**config.mk**
```make
export PLATFORM = sky130hd
export DESIGN_NAME = pnp_port
export DESIGN_NICKNAME = d
export VERILOG_FILES = /design/src/pnp_pkg.sv /design/src/pnp_id_rom.sv /design/src/pnp_port.sv
export SDC_FILE = /design/constraint.sdc
export NUM_CORES = 1
export LEC_CHECK = 0
export BUFFER_PORTS_ARGS = -buffer_cell sky130_fd_sc_hd__clkbuf_2
export CAP_MARGIN = 0
export CORE_MARGIN = 1
export CORE_UTILIZATION = 38
export CTS_CLUSTER_DIAMETER = 80
export CTS_CLUSTER_SIZE = 16
export DETAILED_ROUTE_END_ITERATION = 6
export PLACE_DENSITY = 0.57
export SLEW_MARGIN = 25
export SYNTH_ARGS = -nofsm -noshare
export SYNTH_HDL_FRONTEND = slang
export SYNTH_SLANG_ARGS = --single-unit
```
**constraint.sdc**
```tcl
create_clock -name sys_clk_in -period 8.9 [get_ports sys_clk_in]
set_input_delay 0.445 -clock sys_clk_in [delete_from_list [all_inputs] [get_ports sys_clk_in]]
set_output_delay 0.445 -clock sys_clk_in [all_outputs]
set_load 0.03 [all_outputs]
```
**src/pnp_pkg.sv**
```systemverilog
// Shared constants and types for the parallel nibble port.
package pnp_pkg;

  // Clock rate and the timing figures derived from it.
  localparam int CLK_MHZ          = 200;
  localparam int ACK_PULSE_NS     = 2000;
  localparam int ACK_CYCLES       = (ACK_PULSE_NS * CLK_MHZ) / 1000;
  localparam int NIB_SETUP_NS     = 500;
  localparam int NIB_SETUP_CYCLES = (NIB_SETUP_NS * CLK_MHZ + 999) / 1000;
  localparam int CNT_W            = 16;

  // Extensibility request values that get an affirmative reply.
  localparam logic [7:0] EXT_NIBBLE    = 8'h00;
  localparam logic [7:0] EXT_DEVICE_ID = 8'h04;

  // Bit positions inside the synchronised pin vector.
  localparam int SY_DATA_LSB = 0;
  localparam int SY_INIT     = 8;
  localparam int SY_ACTIVE   = 9;
  localparam int SY_HOLD     = 10;
  localparam int SY_STROBE   = 11;
  localparam int SY_W        = 12;

  // Identification string pieces. The maker and model texts are arbitrary.
  localparam logic [8*20-1:0] ID_HEAD    = "MFG:ACME;CMD:ESC,BDC";
  localparam logic [8*4-1:0]  ID_PKT     = ",PKT";
  localparam logic [8*5-1:0]  ID_MDL     = ";MDL:";
  localparam logic [8*7-1:0]  ID_MODEL_A = "MODEL-A";
  localparam logic [8*7-1:0]  ID_MODEL_B = "MODEL-B";
  localparam logic [8*22-1:0] ID_CLS     = ";CLS:PRINTER;DES:ACME ";
  localparam logic [8*1-1:0]  ID_END     = ";";
  localparam int ID_LEN_BASE = 62;
  localparam int ID_LEN_PKT  = 66;
  localparam logic [7:0] ID_TOTAL_BASE = 8'(ID_LEN_BASE + 2);
  localparam logic [7:0] ID_TOTAL_PKT  = 8'(ID_LEN_PKT + 2);

  typedef enum logic [3:0] {
    ST_IDLE,
    ST_FWD_TAKE,
    ST_FWD_ACK,
    ST_NEG_ACK,
    ST_REJECT,
    ST_REV_IDLE,
    ST_REV_SETUP,
    ST_REV_CLK_LO
  } pnp_state_t;

  typedef struct packed {
    pnp_state_t       state;
    logic [SY_W-1:0]  sync1;
    logic [SY_W-1:0]  sync2;
    logic             strb_prev;
    logic [CNT_W-1:0] cnt;
    logic [7:0]       ext_byte;
    logic             id_mode;
    logic [7:0]       id_idx;
    logic [7:0]       rev_byte;
    logic             have_byte;
    logic             high_nib;
    logic [7:0]       rx_data;
    logic             rx_valid;
    logic             busy;
    logic             ack_n;
    logic             ack_req;
    logic             xflag;
    logic             avail_n;
  } pnp_regs_t;

endpackage

```
**src/pnp_id_rom.sv**
```systemverilog
// Identification string source: length prefix followed by the text fields.
`timescale 1ns/1ps
module pnp_id_rom
  import pnp_pkg::*;
(
  // Lookup
  input  wire logic [7:0] idx_in,
  input  wire logic       pkt_en_in,
  input  wire logic       model_sel_in,
  // Result
  output logic      [7:0] byte_out,
  output logic      [7:0] total_out
);

  logic [8*7-1:0]          model;
  logic [8*ID_LEN_PKT-1:0]  str_pkt;
  logic [8*ID_LEN_BASE-1:0] str_base;

  assign model     = model_sel_in ? ID_MODEL_B : ID_MODEL_A;
  assign str_pkt   = {ID_HEAD, ID_PKT, ID_MDL, model, ID_CLS, model, ID_END};
  assign str_base  = {ID_HEAD, ID_MDL, model, ID_CLS, model, ID_END};
  assign total_out = pkt_en_in ? ID_TOTAL_PKT : ID_TOTAL_BASE;

  always_comb begin
    int b;
    b = int'(idx_in) - 2;
    byte_out = 8'h00;
    // The two-byte length counts itself and goes out high byte first.
    if (idx_in == 8'h01) begin
      byte_out = total_out;
    end else if (idx_in >= 8'h02) begin
      if (pkt_en_in && b < ID_LEN_PKT) begin
        byte_out = str_pkt[8*(ID_LEN_PKT-1-b) +: 8];
      end else if (!pkt_en_in && b < ID_LEN_BASE) begin
        byte_out = str_base[8*(ID_LEN_BASE-1-b) +: 8];
      end
    end
  end

endmodule

```
**src/pnp_port.sv**
```systemverilog
// Printer-side parallel port: forward byte handshake and nibble reverse channel.
`timescale 1ns/1ps
module pnp_port
  import pnp_pkg::*;
#(
  parameter int ACK_CYC   = ACK_CYCLES,
  parameter int SETUP_CYC = NIB_SETUP_CYCLES
)(
  // Clock and reset
  input  wire logic       sys_clk_in,
  input  wire logic       rst_b_in,
  // Pins from the host
  input  wire logic       host_clock_line_n_in,
  input  wire logic [7:0] data_in,
  input  wire logic       host_hold_line_in,
  input  wire logic       active_1284_in,
  input  wire logic       init_n_in,
  // Pins to the host
  output logic            byte_ack_pulse_n_out,
  output logic            printer_busy_line_out,
  output logic            reverse_ack_request_line_out,
  output logic            xflag_line_out,
  output logic            reverse_data_available_line_n_out,
  // Received forward data
  output logic      [7:0] rx_data_out,
  output logic            rx_valid_out,
  input  wire logic       rx_ready_in,
  // Printer status and options
  input  wire logic       error_in,
  input  wire logic       paper_out_in,
  input  wire logic       pkt_proto_en_in,
  input  wire logic       model_sel_in,
  // Reverse data for nibble transfers
  input  wire logic [7:0] rev_data_in,
  input  wire logic       rev_valid_in,
  output logic            rev_ready_out
);

  localparam logic [CNT_W-1:0] ACK_LAST   = CNT_W'(ACK_CYC - 1);
  localparam logic [CNT_W-1:0] SETUP_LAST = CNT_W'(SETUP_CYC - 1);

  pnp_regs_t r;
  pnp_regs_t n;

  logic       strobe_n;
  logic       hold;
  logic       active;
  logic       init_n;
  logic [7:0] data_s;
  logic       strobe_fall;
  logic [7:0] id_byte;
  logic [7:0] id_total;
  logic [3:0] nib;

  // Only the second synchroniser stage feeds any logic.
  assign strobe_n    = r.sync2[SY_STROBE];
  assign hold        = r.sync2[SY_HOLD];
  assign active      = r.sync2[SY_ACTIVE];
  assign init_n      = r.sync2[SY_INIT];
  assign data_s      = r.sync2[SY_DATA_LSB +: 8];
  assign strobe_fall = r.strb_prev && !strobe_n;
  assign nib         = r.high_nib ? r.rev_byte[7:4] : r.rev_byte[3:0];

  pnp_id_rom u_id_rom (
    .idx_in       (r.id_idx),
    .pkt_en_in    (pkt_proto_en_in),
    .model_sel_in (model_sel_in),
    .byte_out     (id_byte),
    .total_out    (id_total)
  );

  // Plain nibble mode takes a byte whenever the channel is empty between nibbles.
  assign rev_ready_out = (r.state == ST_REV_IDLE) && !r.have_byte && !r.id_mode;

  always_comb begin
    n           = r;
    n.sync1     = {host_clock_line_n_in, host_hold_line_in, active_1284_in, init_n_in,
                   data_in};
    n.sync2     = r.sync1;
    n.strb_prev = strobe_n;
    n.rx_valid  = 1'b0;

    case (r.state)
      ST_IDLE: begin
        // Compatibility levels: select high, fault mirrors error, paper-out on its line.
        n.ack_n   = 1'b1;
        n.xflag   = 1'b1;
        n.ack_req = paper_out_in;
        n.avail_n = !error_in;
        n.busy    = error_in || !rx_ready_in;
        if (active && !hold) begin
          // Negotiation: the request value is on the data lines already.
          n.ext_byte = data_s;
          n.ack_n    = 1'b0;
          n.ack_req  = 1'b1;
          n.avail_n  = 1'b1;
          n.xflag    = 1'b1;
          n.state    = ST_NEG_ACK;
        end else if (!init_n) begin
          n.busy = 1'b1;
        end else if (strobe_fall && !r.busy) begin
          // A strobe seen while busy is dropped; the host must not send then.
          n.rx_data  = data_s;
          n.rx_valid = 1'b1;
          n.busy     = 1'b1;
          n.state    = ST_FWD_TAKE;
        end
      end

      ST_FWD_TAKE: begin
        // Busy stays high until the strobe has returned and the acknowledge is done.
        if (strobe_n) begin
          n.ack_n = 1'b0;
          n.cnt   = ACK_LAST;
          n.state = ST_FWD_ACK;
        end
      end

      ST_FWD_ACK: begin
        if (r.cnt == '0) begin
          n.ack_n = 1'b1;
          n.busy  = error_in || !rx_ready_in;
          n.state = ST_IDLE;
        end else begin
          n.cnt = r.cnt - 1'b1;
        end
      end

      ST_NEG_ACK: begin
        if (hold && strobe_n) begin
          n.ack_n     = 1'b1;
          n.ack_req   = 1'b0;
          n.busy      = 1'b0;
          n.have_byte = 1'b0;
          n.high_nib  = 1'b0;
          n.id_idx    = 8'h00;
          n.id_mode   = (r.ext_byte == EXT_DEVICE_ID);
          if (r.ext_byte == EXT_NIBBLE || r.ext_byte == EXT_DEVICE_ID) begin
            n.xflag   = 1'b1;
            n.avail_n = !(r.ext_byte == EXT_DEVICE_ID);
            n.state   = ST_REV_IDLE;
          end else begin
            n.xflag   = 1'b0;
            n.avail_n = 1'b1;
            n.state   = ST_REJECT;
          end
        end
      end

      ST_REJECT: begin
        n.xflag = 1'b0;
      end

      ST_REV_IDLE: begin
        n.ack_n   = 1'b1;
        n.ack_req = 1'b0;
        n.busy    = 1'b0;
        n.xflag   = 1'b1;
        if (!r.have_byte) begin
          if (r.id_mode && r.id_idx < id_total) begin
            n.rev_byte  = id_byte;
            n.id_idx    = r.id_idx + 1'b1;
            n.have_byte = 1'b1;
          end else if (!r.id_mode && rev_valid_in) begin
            n.rev_byte  = rev_data_in;
            n.have_byte = 1'b1;
          end
        end
        n.avail_n = !n.have_byte;
        if (!hold && r.have_byte) begin
          n.busy    = nib[3];
          n.ack_req = nib[2];
          n.xflag   = nib[1];
          n.avail_n = nib[0];
          n.cnt     = SETUP_LAST;
          n.state   = ST_REV_SETUP;
        end
      end

      ST_REV_SETUP: begin
        // Nibble lines settle before the printer clock falls.
        if (r.cnt == '0) begin
          n.ack_n = 1'b0;
          n.state = ST_REV_CLK_LO;
        end else begin
          n.cnt = r.cnt - 1'b1;
        end
      end

      ST_REV_CLK_LO: begin
        if (hold) begin
          n.ack_n = 1'b1;
          if (r.high_nib) begin
            n.high_nib  = 1'b0;
            n.have_byte = 1'b0;
          end else begin
            n.high_nib = 1'b1;
          end
          n.state = ST_REV_IDLE;
        end
      end

      default: begin
        n.state = ST_IDLE;
      end
    endcase

    // Dropping the 1284 active line ends any negotiated mode at once.
    if (!active && (r.state == ST_NEG_ACK || r.state == ST_REJECT ||
                    r.state == ST_REV_IDLE || r.state == ST_REV_SETUP ||
                    r.state == ST_REV_CLK_LO)) begin
      n.ack_n     = 1'b1;
      n.busy      = 1'b1;
      n.have_byte = 1'b0;
      n.high_nib  = 1'b0;
      n.state     = ST_IDLE;
    end
  end

  always_ff @(posedge sys_clk_in or negedge rst_b_in) begin
    if (!rst_b_in) begin
      r           <= '0;
      r.state     <= ST_IDLE;
      r.sync1     <= {1'b1, 1'b1, 1'b0, 1'b1, 8'h00};
      r.sync2     <= {1'b1, 1'b1, 1'b0, 1'b1, 8'h00};
      r.strb_prev <= 1'b1;
      r.busy      <= 1'b1;
      r.ack_n     <= 1'b1;
      r.xflag     <= 1'b1;
      r.avail_n   <= 1'b1;
    end else begin
      r <= n;
    end
  end

  assign byte_ack_pulse_n_out              = r.ack_n;
  assign printer_busy_line_out             = r.busy;
  assign reverse_ack_request_line_out      = r.ack_req;
  assign xflag_line_out                    = r.xflag;
  assign reverse_data_available_line_n_out = r.avail_n;
  assign rx_data_out                       = r.rx_data;
  assign rx_valid_out                      = r.rx_valid;

endmodule

```
* Yosys cells after proc, flatten, opt, wreduce, memory -nomap -nowiden *
Cells that the tools add are included.

operators by class
  $add $sub $neg = 5
  magnitude comparators = 4
  equal/unequal tests = 26
  shift-type cells = 2
  mux-type cells = 57
  bitwise gates (word level) = 1
  reductions and logical operators = 54

operator list
  cell                                                                           count
  528-bit by 32-bit indexed part select with 8-bit output                        1
  496-bit by 32-bit indexed part select with 8-bit output                        1
  16-bit two-way mux                                                             3
  4-bit two-way mux                                                              12
  8-bit two-way mux                                                              6
  16-bit one-hot mux with 3 select lines                                         1
  17-bit two-way mux                                                             2
  4-bit one-hot mux with 8 select lines                                          1
  2-bit two-way mux                                                              9
  9-bit two-way mux                                                              2
  4-bit by 3-bit == test with 1-bit output (second input constant)               4
  16-bit logical NOT                                                             1
  8-bit one-hot mux with 2 select lines                                          1
  4-bit AND reduction                                                            4
  16-bit by 1-bit subtractor with 16-bit output (second input constant)          1
  1-bit logical AND                                                              12
  3-bit by 2-bit inequality test with 1-bit output (second input constant)       4
  1-bit logical NOT                                                              11
  1-bit two-way mux                                                              10
  7-bit by 9-bit subtractor with 10-bit output (first input constant)            1
  8-bit by 9-bit subtractor with 10-bit output (first input constant)            1
  9-bit by 7-bit less-than comparator with 1-bit output (second input constant)  1
  9-bit by 8-bit less-than comparator with 1-bit output (second input constant)  1
  1-bit one-hot mux with 3 select lines                                          3
  32 further kinds                                                               56

storage, ports and cells
  bits in registers = 86
  input port bits = 28
  output and inout port bits = 15
  word-level logic and storage cells = 167

* Logic depth before layout (Yosys ltp) *
Gate-level depths: netlist of the first run.

  depth after elaboration = 13
  depth in mapped cells = 15

* Cells and area by module *
Synthesis of the first run repeated with hierarchy kept, for this count alone.

second synthesis, totals
  cells, all modules = 851
  area total of the unflattened synthesis = 6,961.7 sq um

by module, submodules not included
  module      instances  cells an instance  area each (sq um)  sequential area each (sq um)
  pnp_port    1          402                4,231.6            2,140.8
  pnp_id_rom  1          449                2,730.1            0.0

* Least setup slack after synthesis of the first run *
OpenSTA, ideal clock, no wires.

  kind = reg-to-reg
  from = register r[25] (netlist bit)
  to = register r[17] (netlist bit)
  setup time = 139 ps
  data arrival time = 3,583 ps
  slack = 5,178 ps
  stages on the path, launching flop included = 14
  path buffers = 3
  path through = dfrtp_1 > buf_2 > inv_1 > clkbuf_1 > clkbuf_1 > ha_1 > xor2_1 > nor4_2 > o311ai_4 > a21oi_1 > or4_1 > a31oi_1 > nor3_1 > or4_1

between the ends
  cells in the longest elaborated chain, start to end = 10
  elaborated cells between the ends (all ways) = 22
  those cells by class = 3 x add/sub; 4 x order compare; 2 x eq/ne; 2 x shift; 7 x mux; 4 x reduce/logical

RTL lines
  element                                                                                                                       RTL line                            source
  from (decl)                                                                                                                   pnp_port.sv:42                      pnp_regs_t r;
  from (signal assigned)                                                                                                        pnp_port.sv:232                     r <= n;
  8-bit by 2-bit subtractor with 9-bit output                                                                                   pnp_id_rom.sv:26                    b = int'(idx_in) - 2;
  7-bit by 9-bit subtractor with 10-bit output / 9-bit by 7-bit less-than comparator with 1-bit output (equally long branches)  pnp_id_rom.sv:35, pnp_id_rom.sv:34
  496-bit by 32-bit indexed part select with 8-bit output / 1-bit logical AND (equally long branches)                           pnp_id_rom.sv:35, pnp_id_rom.sv:34
  8-bit two-way mux                                                                                                             pnp_id_rom.sv:34                    end else if (!pkt_en_in && b < ID_LEN_BASE) begin
  8-bit two-way mux                                                                                                             pnp_id_rom.sv:32                    if (pkt_en_in && b < ID_LEN_PKT) begin
  8-bit two-way mux                                                                                                             pnp_id_rom.sv:31                    end else if (idx_in >= 8'h02) begin
  8-bit two-way mux                                                                                                             pnp_id_rom.sv:29                    if (idx_in == 8'h01) begin
  9-bit two-way mux                                                                                                             pnp_port.sv:160                     if (r.id_mode && r.id_idx < id_total) begin
  17-bit two-way mux                                                                                                            pnp_port.sv:159                     if (!r.have_byte) begin
  17-bit two-way mux                                                                                                            pnp_port.sv:83                      case (r.state)

Several ways; a longest one is shown, not always the timed one. The select of a mux whose other input is x is not followed.
A chain may end at the register's enable or synchronous reset.

* Worst setup path after layout of the first run *
  from = register r[25] (netlist bit)
  to = register r[19] (netlist bit)

Same word-level chain as after synthesis.

==> results.cfg, run 1 <==
[worst_setup_path]
worstSetupEndpoint = r[19]
crit_cells = 11
end_kind = register
required_ps = 9190
slowest_stage = ha_1
crit_top_cell = nand2_1
r2r-start = r[25]
reg2reg_slack_ps = 4550
slowest_delay_ps = 750
path_buf_inv = 2
crit_chain = buf_4, inv_1, ha_1, nand2_1, nor4_2, o311ai_4, nand2_1, nand2_1, o311a_1, o21ai_0, a31o_2
critPathMaxFanout = 53
reg2reg_depth = 11
arrival_ps = 4630
crit_type = reg -> reg
r2r-end = r[19]
crit_path_start_kind = register
crit_family = simple AND/OR/NAND/NOR gates
crit_path_start = r[25]

[finish]
utilization_pct = 42.9
n_fill_cell = 1690
final_cell_mix = nand2_1 (116), nor2_1 (87), dfrtp_1 (74)
regArea_um2 = 2140
fin_nets = 883
drive_gt1_share_pct = 13.4
final_common_cell = nand2_1
multiInputGateArea_um2 = 4080
antenna_cells = 0
syn2layout_area_growth_pct = 8.86

[place]
gp_congestion = 0.983
hpwlAfterDp_um = 14200
io_buffer_count = 42

[clock_network]
cts_root_buffer = clkbuf_16
tritoncts = built
cts.sinks = 85
cts_buffer_depth = 2
clk_latency_ps = 350
clkTransAtPathRegs_ps = 70
htreeDepth = 3
postCtsResizedCells = 0
numCtsBuffers = 9

[power_and_ir_drop]
power.leakage_nw = 2.91
seqPwrFrac_pct = 35.1
power_frac_comb_pct = 41.1
power_frac_clock_pct = 23.8
switching_share_pct = 42.0
power.switching_mw = 0.684
p_int_mw = 0.944
ir_worst_vdd_v = 0.000157
power_density_nw_per_um2 = 226
p_total_mw = 1.63

[timing]
clock.fmax_mhz = 230
slew_violations = 0
worst_pin_slew_ps = 945
setup_viol = 0
period_minus_slack_ps = 4350
rsz0062_at_grt = no
slew_headroom_pct = 37.0
fin_skew_ps = 7.37
hold_viol = 0
tns_ps = 0
fin_crit_sh_pct = 48.8

[synthesis]
avgSynthCellArea_um2 = 7.75
yosysTopAreaCellShare_pct = 28.0
ys_seq_area_share_pct = 32.4
ys_types = 86
yosysTopAreaCell = dfrtp_1
yosysWarnings = 0
ys_seq_elements = 85
synth_edf_count = 0
synth_area_leaders = dfrtp_1 (28%), nand2_1 (6.6%), o21ai_0 (5.5%)
synth_cells = 853
netlist_area_um2 = 6610
syn_nets = 889
synth_top_flop_cell = dfrtp_1
ys_async_sr_fraction_pct = 100

[grt]
gr-total-overflow = 0
grt_antenna_before_repair = 1
grt_usage_pct = 23.2
grt_pass1_vias = 5893
grt_pass1_wl_um = 32900
grt_max_degree = 67

[route]
drc = 0
drtIter0Drc = 1030
dr.pass1.iters = 6
routedWlPerCell_um = 19.1
ant_nets = 0
vias = 6639
routed_wl_um = 20500
via_per_inst = 6.19

[floorplan]
num_rows = 47
die_height_um = 134
coreArea_um2 = 16800
io-pin-count = 43
start_util_pct = 39.5
dieArea_um2 = 17900
die_w_um = 134

[hold_path]
whs_path_depth = 1
hold_path.class = in -> reg

[status]
status = finished clean

[flow_run]
cap_violations = 0
[kinds of logic (layout without fill, tap and decap cells)]
logic type | Yosys count | count (layout) | synth area share [%]
compound gates | 282 | 282 | 28.7
xor+xnor | 24 | 24 | 3.39
fa+ha+maj | 9 | 9 | 1.67
buf+inv | 94 | 93 | 6.04
flops | 85 | 85 | 32.4
mux | 20 | 20 | 3.25
simple gates | 339 | 339 | 24.6
[synth_stat cells (all sizes together), types with 10 or more instances]
cell type  number
a211oi         12
inv            19
nand2         116
dfrtp          74
dfstp          11
nor4           12
o21ai          74
xnor2          16
a31oi          18
nor3           35
nor2           88
mux2           12
and3           10
clkbuf         46
a21oi          66
buf            26
o211ai         12
nand3          20
[through the flow]
stage | area (um^2) | hold slack, ps | instances | setup slack [ps]
finish | 7200 | 175 | 1072 | 4550
global route | 7200 | 158 | 1072 | 4240
CTS | 7200 | 159 | 1072 | 4670
detailed placement | 6880 | 335 | 1055 | 4700
global placement | 6870 | 332 | 1055 | 4720
floorplan | 6610 | 149 | 853 | 5180
[worst min path at each step]
stage	startpoint	to	slack, ps
after floorplan	rst_b_in	active	150
after global placement	n[60]	data_s[2]	330
after detailed placement	n[59]	data_s[1]	330
after CTS	init_n_in	n[66]	160
after global routing	init_n_in	n[66]	160
final	init_n_in	n[66]	170
[metal layers]
| layer | global-route usage (%) | routed length (um) | vias to the layer above |
|---|---|---|---|
| met1 | 35.2 | 9640 | 3122 |
| met5 | 0 | 0 | - |
| met2 | 33.3 | 8650 | 347 |
| li1 | - | - | 3129 |
| met3 | 4.20 | 1850 | 41 |
| met4 | 6.06 | 350 | 0 |
[state kept, by name, summed over array words and instances, names as in the netlist, 8 cells and up]
name and flops:
rx_data_out 8, data_s 8, r 47, n 13
[power groups by stage]
| stage | Combinational, mW | Sequential [mW] | Clock [mW] |
|---|---|---|---|
| 2_1_floorplan | 0.513 | 0.567 | 0 |
| 3_3_place_gp | 0.661 | 0.578 | 0 |
| 3_5_place_dp | 0.661 | 0.579 | 0 |
| 4_1_cts | 0.663 | 0.572 | 0.400 |
| 5_1_grt | 0.741 | 0.586 | 0.415 |
| 6_report | 0.670 | 0.571 | 0.388 |
[layout make-up]
| class | instances | share of cell area [%] |
|---|---|---|
| Multi-Input combinational cell | 674 | 56.7 |
| Tap cell | 220 | 3.82 |
| Clock buffer | 9 | 3.13 |
| Clock inverter | 7 | 1.13 |
| Timing Repair Buffer | 55 | 4.35 |
| Sequential cell | 85 | 29.7 |
| Inverter | 22 | 1.15 |
[what timing repair did]
action / CTS / global route
buffers inserted: 0 / 0
hold endpoints to repair: 14 / 0
hold buffers: 1 / 0
(Power assumes the default switching activity.)
==> run 2: changes to the inputs <==
--- a/config.mk
+++ b/config.mk
@@ -5,6 +5,7 @@
 export SDC_FILE = /design/constraint.sdc
 export NUM_CORES = 1
 export LEC_CHECK = 0
+export ABC_AREA = 1
 export BUFFER_PORTS_ARGS = -buffer_cell sky130_fd_sc_hd__clkbuf_2
 export CAP_MARGIN = 0
 export CORE_MARGIN = 1
==> constraint.sdc (replaced) <==
create_clock -name sys_clk_in -period 4.45 [get_ports sys_clk_in]
set_input_delay 0.2225 -clock sys_clk_in [delete_from_list [all_inputs] [get_ports sys_clk_in]]
set_output_delay 0.2225 -clock sys_clk_in [all_outputs]
set_load 0.03 [all_outputs]
==> run 2 against run 1 <==
  * Worst hold slack lost 7.4 ps
  * Global-route usage shrank 2.2 points
  * Combinational power grew to 6.3 times the previous value
  * Final cell count grew 16%
  * Flip-flop and latch count is the same
  * Sequential share of layout area grew 0.12 points
==> results.cfg, run 2 <==
[status]
status = finished clean

[finish]
final_cell_mix = nand2_1 (289), nand3_1 (110), nor2_1 (99)
fin_nets = 1050
largest_reg_flops = 47
final_common_cell = nand2_1
syn2layout_area_growth_pct = 11.8
drive_gt1_share_pct = 13.7
top_register = r
antenna_cells = 0

[timing]
fin_skew_ps = 7.63
setup_viol = 0
tns_ps = 0
slew_headroom_pct = 51.1
worst_pin_slew_ps = 733
period_minus_slack_ps = 3320
hold_viol = 0
rsz0062_at_grt = no
clock.fmax_mhz = 302
slew_violations = 0
fin_crit_sh_pct = 74.5

[floorplan]
dieArea_um2 = 17400
die_w_um = 132
num_rows = 47
coreArea_um2 = 16500
die_height_um = 132
start_util_pct = 38.8
io-pin-count = 43

[synthesis]
netlist_area_um2 = 6410
syn_nets = 1017
ys_seq_area_share_pct = 33.4
ys_types = 47
synth_edf_count = 0
ys_seq_elements = 85
synth_area_leaders = dfrtp_1 (29%), nand2_1 (17%), nand3_1 (8.6%)
yosysWarnings = 0
yosysTopAreaCellShare_pct = 28.9
ys_async_sr_fraction_pct = 100
synth_cells = 981
synth_top_flop_cell = dfrtp_1
avgSynthCellArea_um2 = 6.53
ys_top_cells_by_count = nand2_1 (289), nand3_1 (110), nor2_1 (99), inv_1 (92), dfrtp_1 (74)
synth_most_common_cell = nand2_1
yosysTopAreaCell = dfrtp_1

[route]
dr.pass1.iters = 5
routedWlPerCell_um = 14.4
vias = 6484
drtIter0Drc = 725
ant_nets = 0
drc = 0
routed_wl_um = 17800
via_per_inst = 5.23

[power_and_ir_drop]
power_density_nw_per_um2 = 863
power.leakage_nw = 3.62
ir_worst_vdd_v = 0.000326
p_total_mw = 6.19

[place]
gp_congestion = 0.902
io_buffer_count = 42
hpwlAfterDp_um = 13500

[grt]
grt_pass1_vias = 5879
gr-total-overflow = 0
grt_antenna_before_repair = 0
grt_pass1_wl_um = 29500
grt_usage_pct = 21.0
grt_max_degree = 60

[clock_network]
numCtsBuffers = 9
cts_setup_buffers = 0
clkTransAtPathRegs_ps = 60
htreeDepth = 3
cts_buffer_depth = 2
postCtsResizedCells = 0
hold_buffers = 13
cts_root_buffer = clkbuf_16
tritoncts = built
clk_latency_ps = 340
cts.sinks = 85

[worst_setup_path]
crit_path_start_kind = register
arrival_ps = 3590
critPathMaxFanout = 26
required_ps = 4730
crit_type = reg -> reg
end_kind = register

[hold_path]
hold_path.class = in -> reg

[flow_run]
cap_violations = 0
==> run 2: cells by family (layout without fill, tap and decap cells) <==
family,count (synthesis),in the layout,share of synthesized area (%)
mux,2,2,0.332
xor+xnor,3,3,0.410
flops,85,85,33.4
buf+inv,147,185,9.97
compound gates,159,159,13.6
simple gates,577,577,40.7
fa+ha+maj,8,8,1.56
==> run 2: worst max-delay path: stages, from the launching register on <==
cell and delay, ps:
dfrtp_1 380, inv_2 280, ha_1 320, nand2_2 120, nand2_4 130, inv_2 50
or2_1 210, nand2_2 370, inv_2 240, nand2_1 140, inv_1 70, nand3_1 100
nand2_1 70, nor2_1 90, nor2_1 40, nor2_1 110, nand2_1 100, nand2_1 70
nand2_1 70, nand2_1 70, nand2_1 50, nand2_1 50, nand2_1 50, nand2_1 50
==> run 2: area by class of cell <==
| type | count | area [um^2] |
|---|---|---|
| Tap cell | 220 | 275 |
| Fill cell | 1697 | 9360 |
| Sequential cell | 85 | 2140 |
| Multi-Input combinational cell | 749 | 3630 |
| Clock buffer | 10 | 239 |
| Clock inverter | 6 | 78.8 |
| Timing Repair Buffer | 63 | 403 |
| Inverter | 106 | 403 |
==> run 2: per-layer routing <==
| layer | routed length, um | track usage, % |
|---|---|---|
| met1 | 8800 | 30.6 |
| met2 | 7740 | 31.7 |
| met3 | 1000 | 3.77 |
| met4 | 301 | 5.43 |
| met5 | 0 | 0 |
==> run 2: through the flow <==
stage	instance area, um^2	worst slack (ps)	std cells	hold WS, ps	util (%)
after floorplan	6410	1660	981	-73.1	-
after global placement	6720	1170	1210	311	40.7
after detailed placement	6720	1180	1210	315	40.7
after CTS	7170	1170	1239	152	43.4
after global routing	7170	769	1239	165	43.4
final	7170	1130	1239	167	43.4
==> run 2: power breakdown <==
| part | total, mW | internal (mW) | switching, mW |
|---|---|---|---|
| Combinational | 4.25 | 1.28 | 2.97 |
| Sequential | 1.14 | 0.986 | 0.155 |
| Clock | 0.794 | 0.462 | 0.332 |
| Total | 6.19 | 2.73 | 3.45 |
==> run 2: final timing paths <==
check / from / to / slack (ps) / depth (start not counted)
min in group asynchronous: rst_b_in / r[41] / 480 / 2
worst min register to register: n[62] / data_s[4] / 350 / 0
max in group asynchronous: rst_b_in / n[68] / 3080 / 3
worst max register to register: r[25] / r[16] / 1130 / 23
worst min-delay path: rev_data_in[7] / r[23] / 170 / 2
worst max-delay path: r[25] / r[16] / 1130 / 23
==> run 3: changes to the inputs <==
--- a/config.mk
+++ b/config.mk
@@ -5,7 +5,7 @@
 export SDC_FILE = /design/constraint.sdc
 export NUM_CORES = 1
 export LEC_CHECK = 0
-export ABC_AREA = 1
+export ABC_AREA = 0
 export BUFFER_PORTS_ARGS = -buffer_cell sky130_fd_sc_hd__clkbuf_2
 export CAP_MARGIN = 0
 export CORE_MARGIN = 1
==> constraint.sdc (replaced) <==
create_clock -name sys_clk_in -period 3.15 [get_ports sys_clk_in]
set_input_delay 0.1575 -clock sys_clk_in [delete_from_list [all_inputs] [get_ports sys_clk_in]]
set_output_delay 0.1575 -clock sys_clk_in [all_outputs]
set_load 0.03 [all_outputs]
==> run 3 against run 2 <==
  * Final cell count shrank 7.3%
  * Maximum frequency grew 9.9%
  * Via count grew 7.4%
  * Die area grew 3.1%
  * Clock power grew 32%
  * Critical path depth shrank 10
  * First-iteration DRC count grew 12%
  * Sequential power grew 39%
  * Critical endpoint is now r[20]
  * Largest power group unchanged
  * Highest routed layer unchanged
==> results.cfg, run 3 (synthesis results as in run 1) <==
[clock_network]
clkTransAtPathRegs_ps = 70
htreeDepth = 3
cts_buffer_depth = 2
clk_latency_ps = 340
cts.sinks = 85
numCtsBuffers = 9
tritoncts = built
cts_root_buffer = clkbuf_16

[timing]
setup_viol = 0
whs_ps = 173
setup_ws_ps = 131
slew_headroom_pct = 47.6
hold_viol = 0
fin_skew_ps = 7.63
clock.fmax_mhz = 331
fin_crit_sh_pct = 95.8
rsz0062_at_grt = yes
slew_violations = 0
period_minus_slack_ps = 3020
worst_pin_slew_ps = 787

[finish]
largest_reg_flops = 47
top_register = r
syn2layout_area_growth_pct = 19.6
utilization_pct = 47.2
fin_nets = 960
design_area_um2 = 7910
final_cell_mix = nand2_1 (115), nor2_1 (87), buf_4 (75)
final_common_cell = nand2_1
antenna_cells = 0
stdcell_count = 1149
drive_gt1_share_pct = 20.3

[worst_setup_path]
crit_type = reg -> reg
critPathMaxFanout = 6
required_ps = 3360
crit_top_cell = buf_4
r2r-start = r[26]
reg2reg_slack_ps = 130
end_kind = register
reg2reg_depth = 13
arrival_ps = 3230
crit_path_start_kind = register
crit_path_start = r[26]
crit_chain = inv_1, ha_1, buf_4, nand2b_4, xnor2_1, buf_4, o21ai_0, a22oi_1, o22a_1, o22ai_1, o21ai_0, buf_4, o211ai_1
slowest_stage = dfrtp_1
r2r-end = r[20]
slowest_delay_ps = 400

[route]
ant_nets = 0
via_per_inst = 6.06
routedWlPerCell_um = 18.8
routed_wl_um = 21600
drtIter0Drc = 809
drc = 0
vias = 6962
dr.pass1.iters = 6

[floorplan]
coreArea_um2 = 16800
num_rows = 47
io-pin-count = 43
start_util_pct = 39.5
die_w_um = 134
dieArea_um2 = 17900
die_height_um = 134

[place]
place_ws_ps = 169
placed_cell_area_um2 = 7430
io_buffer_count = 42
gp_congestion = 0.917
hpwlAfterDp_um = 15700
dp.cells = 1118

[grt]
grt_pass1_vias = 6461
grt_usage_pct = 24.6
grt_pass1_wl_um = 35100
grt_antenna_before_repair = 0
gr-total-overflow = 0
grt_max_degree = 65

[hold_path]
whs_path_depth = 4
hold_path.class = in -> reg
hold_end = r[23]
min_from = rev_valid_in

[power_and_ir_drop]
ir_worst_vdd_v = 0.000410
power.leakage_nw = 3.30
power_density_nw_per_um2 = 597

[flow_run]
cap_violations = 0

[status]
status = finished clean
==> run 3: cell count changes in the layout (fill, tap and decap cells not counted), moves of 15 or more <==
| cell | previous run | this run |
|---|---|---|
| nor3_1 | 10 | 34 |
| nand2_2 | 17 | 1 |
| nand2_1 | 289 | 115 |
| nand3_1 | 110 | 20 |
| inv_1 | 92 | 17 |
| xnor2_1 | 0 | 15 |
| buf_4 | 9 | 75 |
==> run 3: layout make-up <==
class                   instances  area [um^2]
well taps                     220          275
clock buffers                   9          225
flip-flops and latches         85         2140
inverters                      22         82.6
repair buffers                132          958
multi-input cells             674         4150
clock inverters                 7         73.8
fillers                      1688         8850
==> run 3: where the power goes <==
| group | switching (mW) | total (mW) | leakage (nW) | internal (mW) |
|---|---|---|---|---|
| sequential | 0.204 | 1.59 | 1.04 | 1.38 |
| combinational | 1.30 | 2.08 | 2.11 | 0.782 |
| clock | 0.490 | 1.05 | 0.148 | 0.564 |
| total | 1.99 | 4.72 | 3.30 | 2.73 |
==> run 3: through the flow <==
step	total power [mW]	TNS (ps)
6_report	4.72	0
5_1_grt	5.04	-30.6
4_1_cts	4.72	0
3_5_place_dp	3.63	0
3_3_place_gp	3.62	0
2_1_floorplan	3.06	0
==> run 3: layer usage <==
layer | up-vias | routed length [um] | global-route usage [%] | part of all wire [%]
li1 | 3284 | - | - | -
met1 | 3333 | 10600 | 37.2 | 49
met2 | 314 | 9170 | 36.0 | 42
met3 | 31 | 1520 | 4.38 | 7.1
met4 | 0 | 284 | 5.87 | 1.3
met5 | - | 0 | 0 | 0
==> run 3: how the worst max path moves through the flow <==
stage,end,depth (start not counted)
2_1_floorplan,r[17],14
4_1_cts,r[20],13
3_5_place_dp,r[20],13
6_report,r[20],13
5_1_grt,r[20],13
3_3_place_gp,r[16],11
==> run 3: what timing repair did <==
action	in CTS	in global routing
gates resized for setup	0	7
setup buffers	0	2
hold endpoints to repair	64	0
hold buffers	13	0
endpoints found under the setup margin	0	5
==> run 3: worst max-delay path: cells and delay by family, from the launching register on <==
family,cells,cell delay (ps)
compound gates,6,950
xor+xnor,1,310
fa+ha+maj,1,310
buf+inv,4,770
flops,1,400
simple gates,1,160
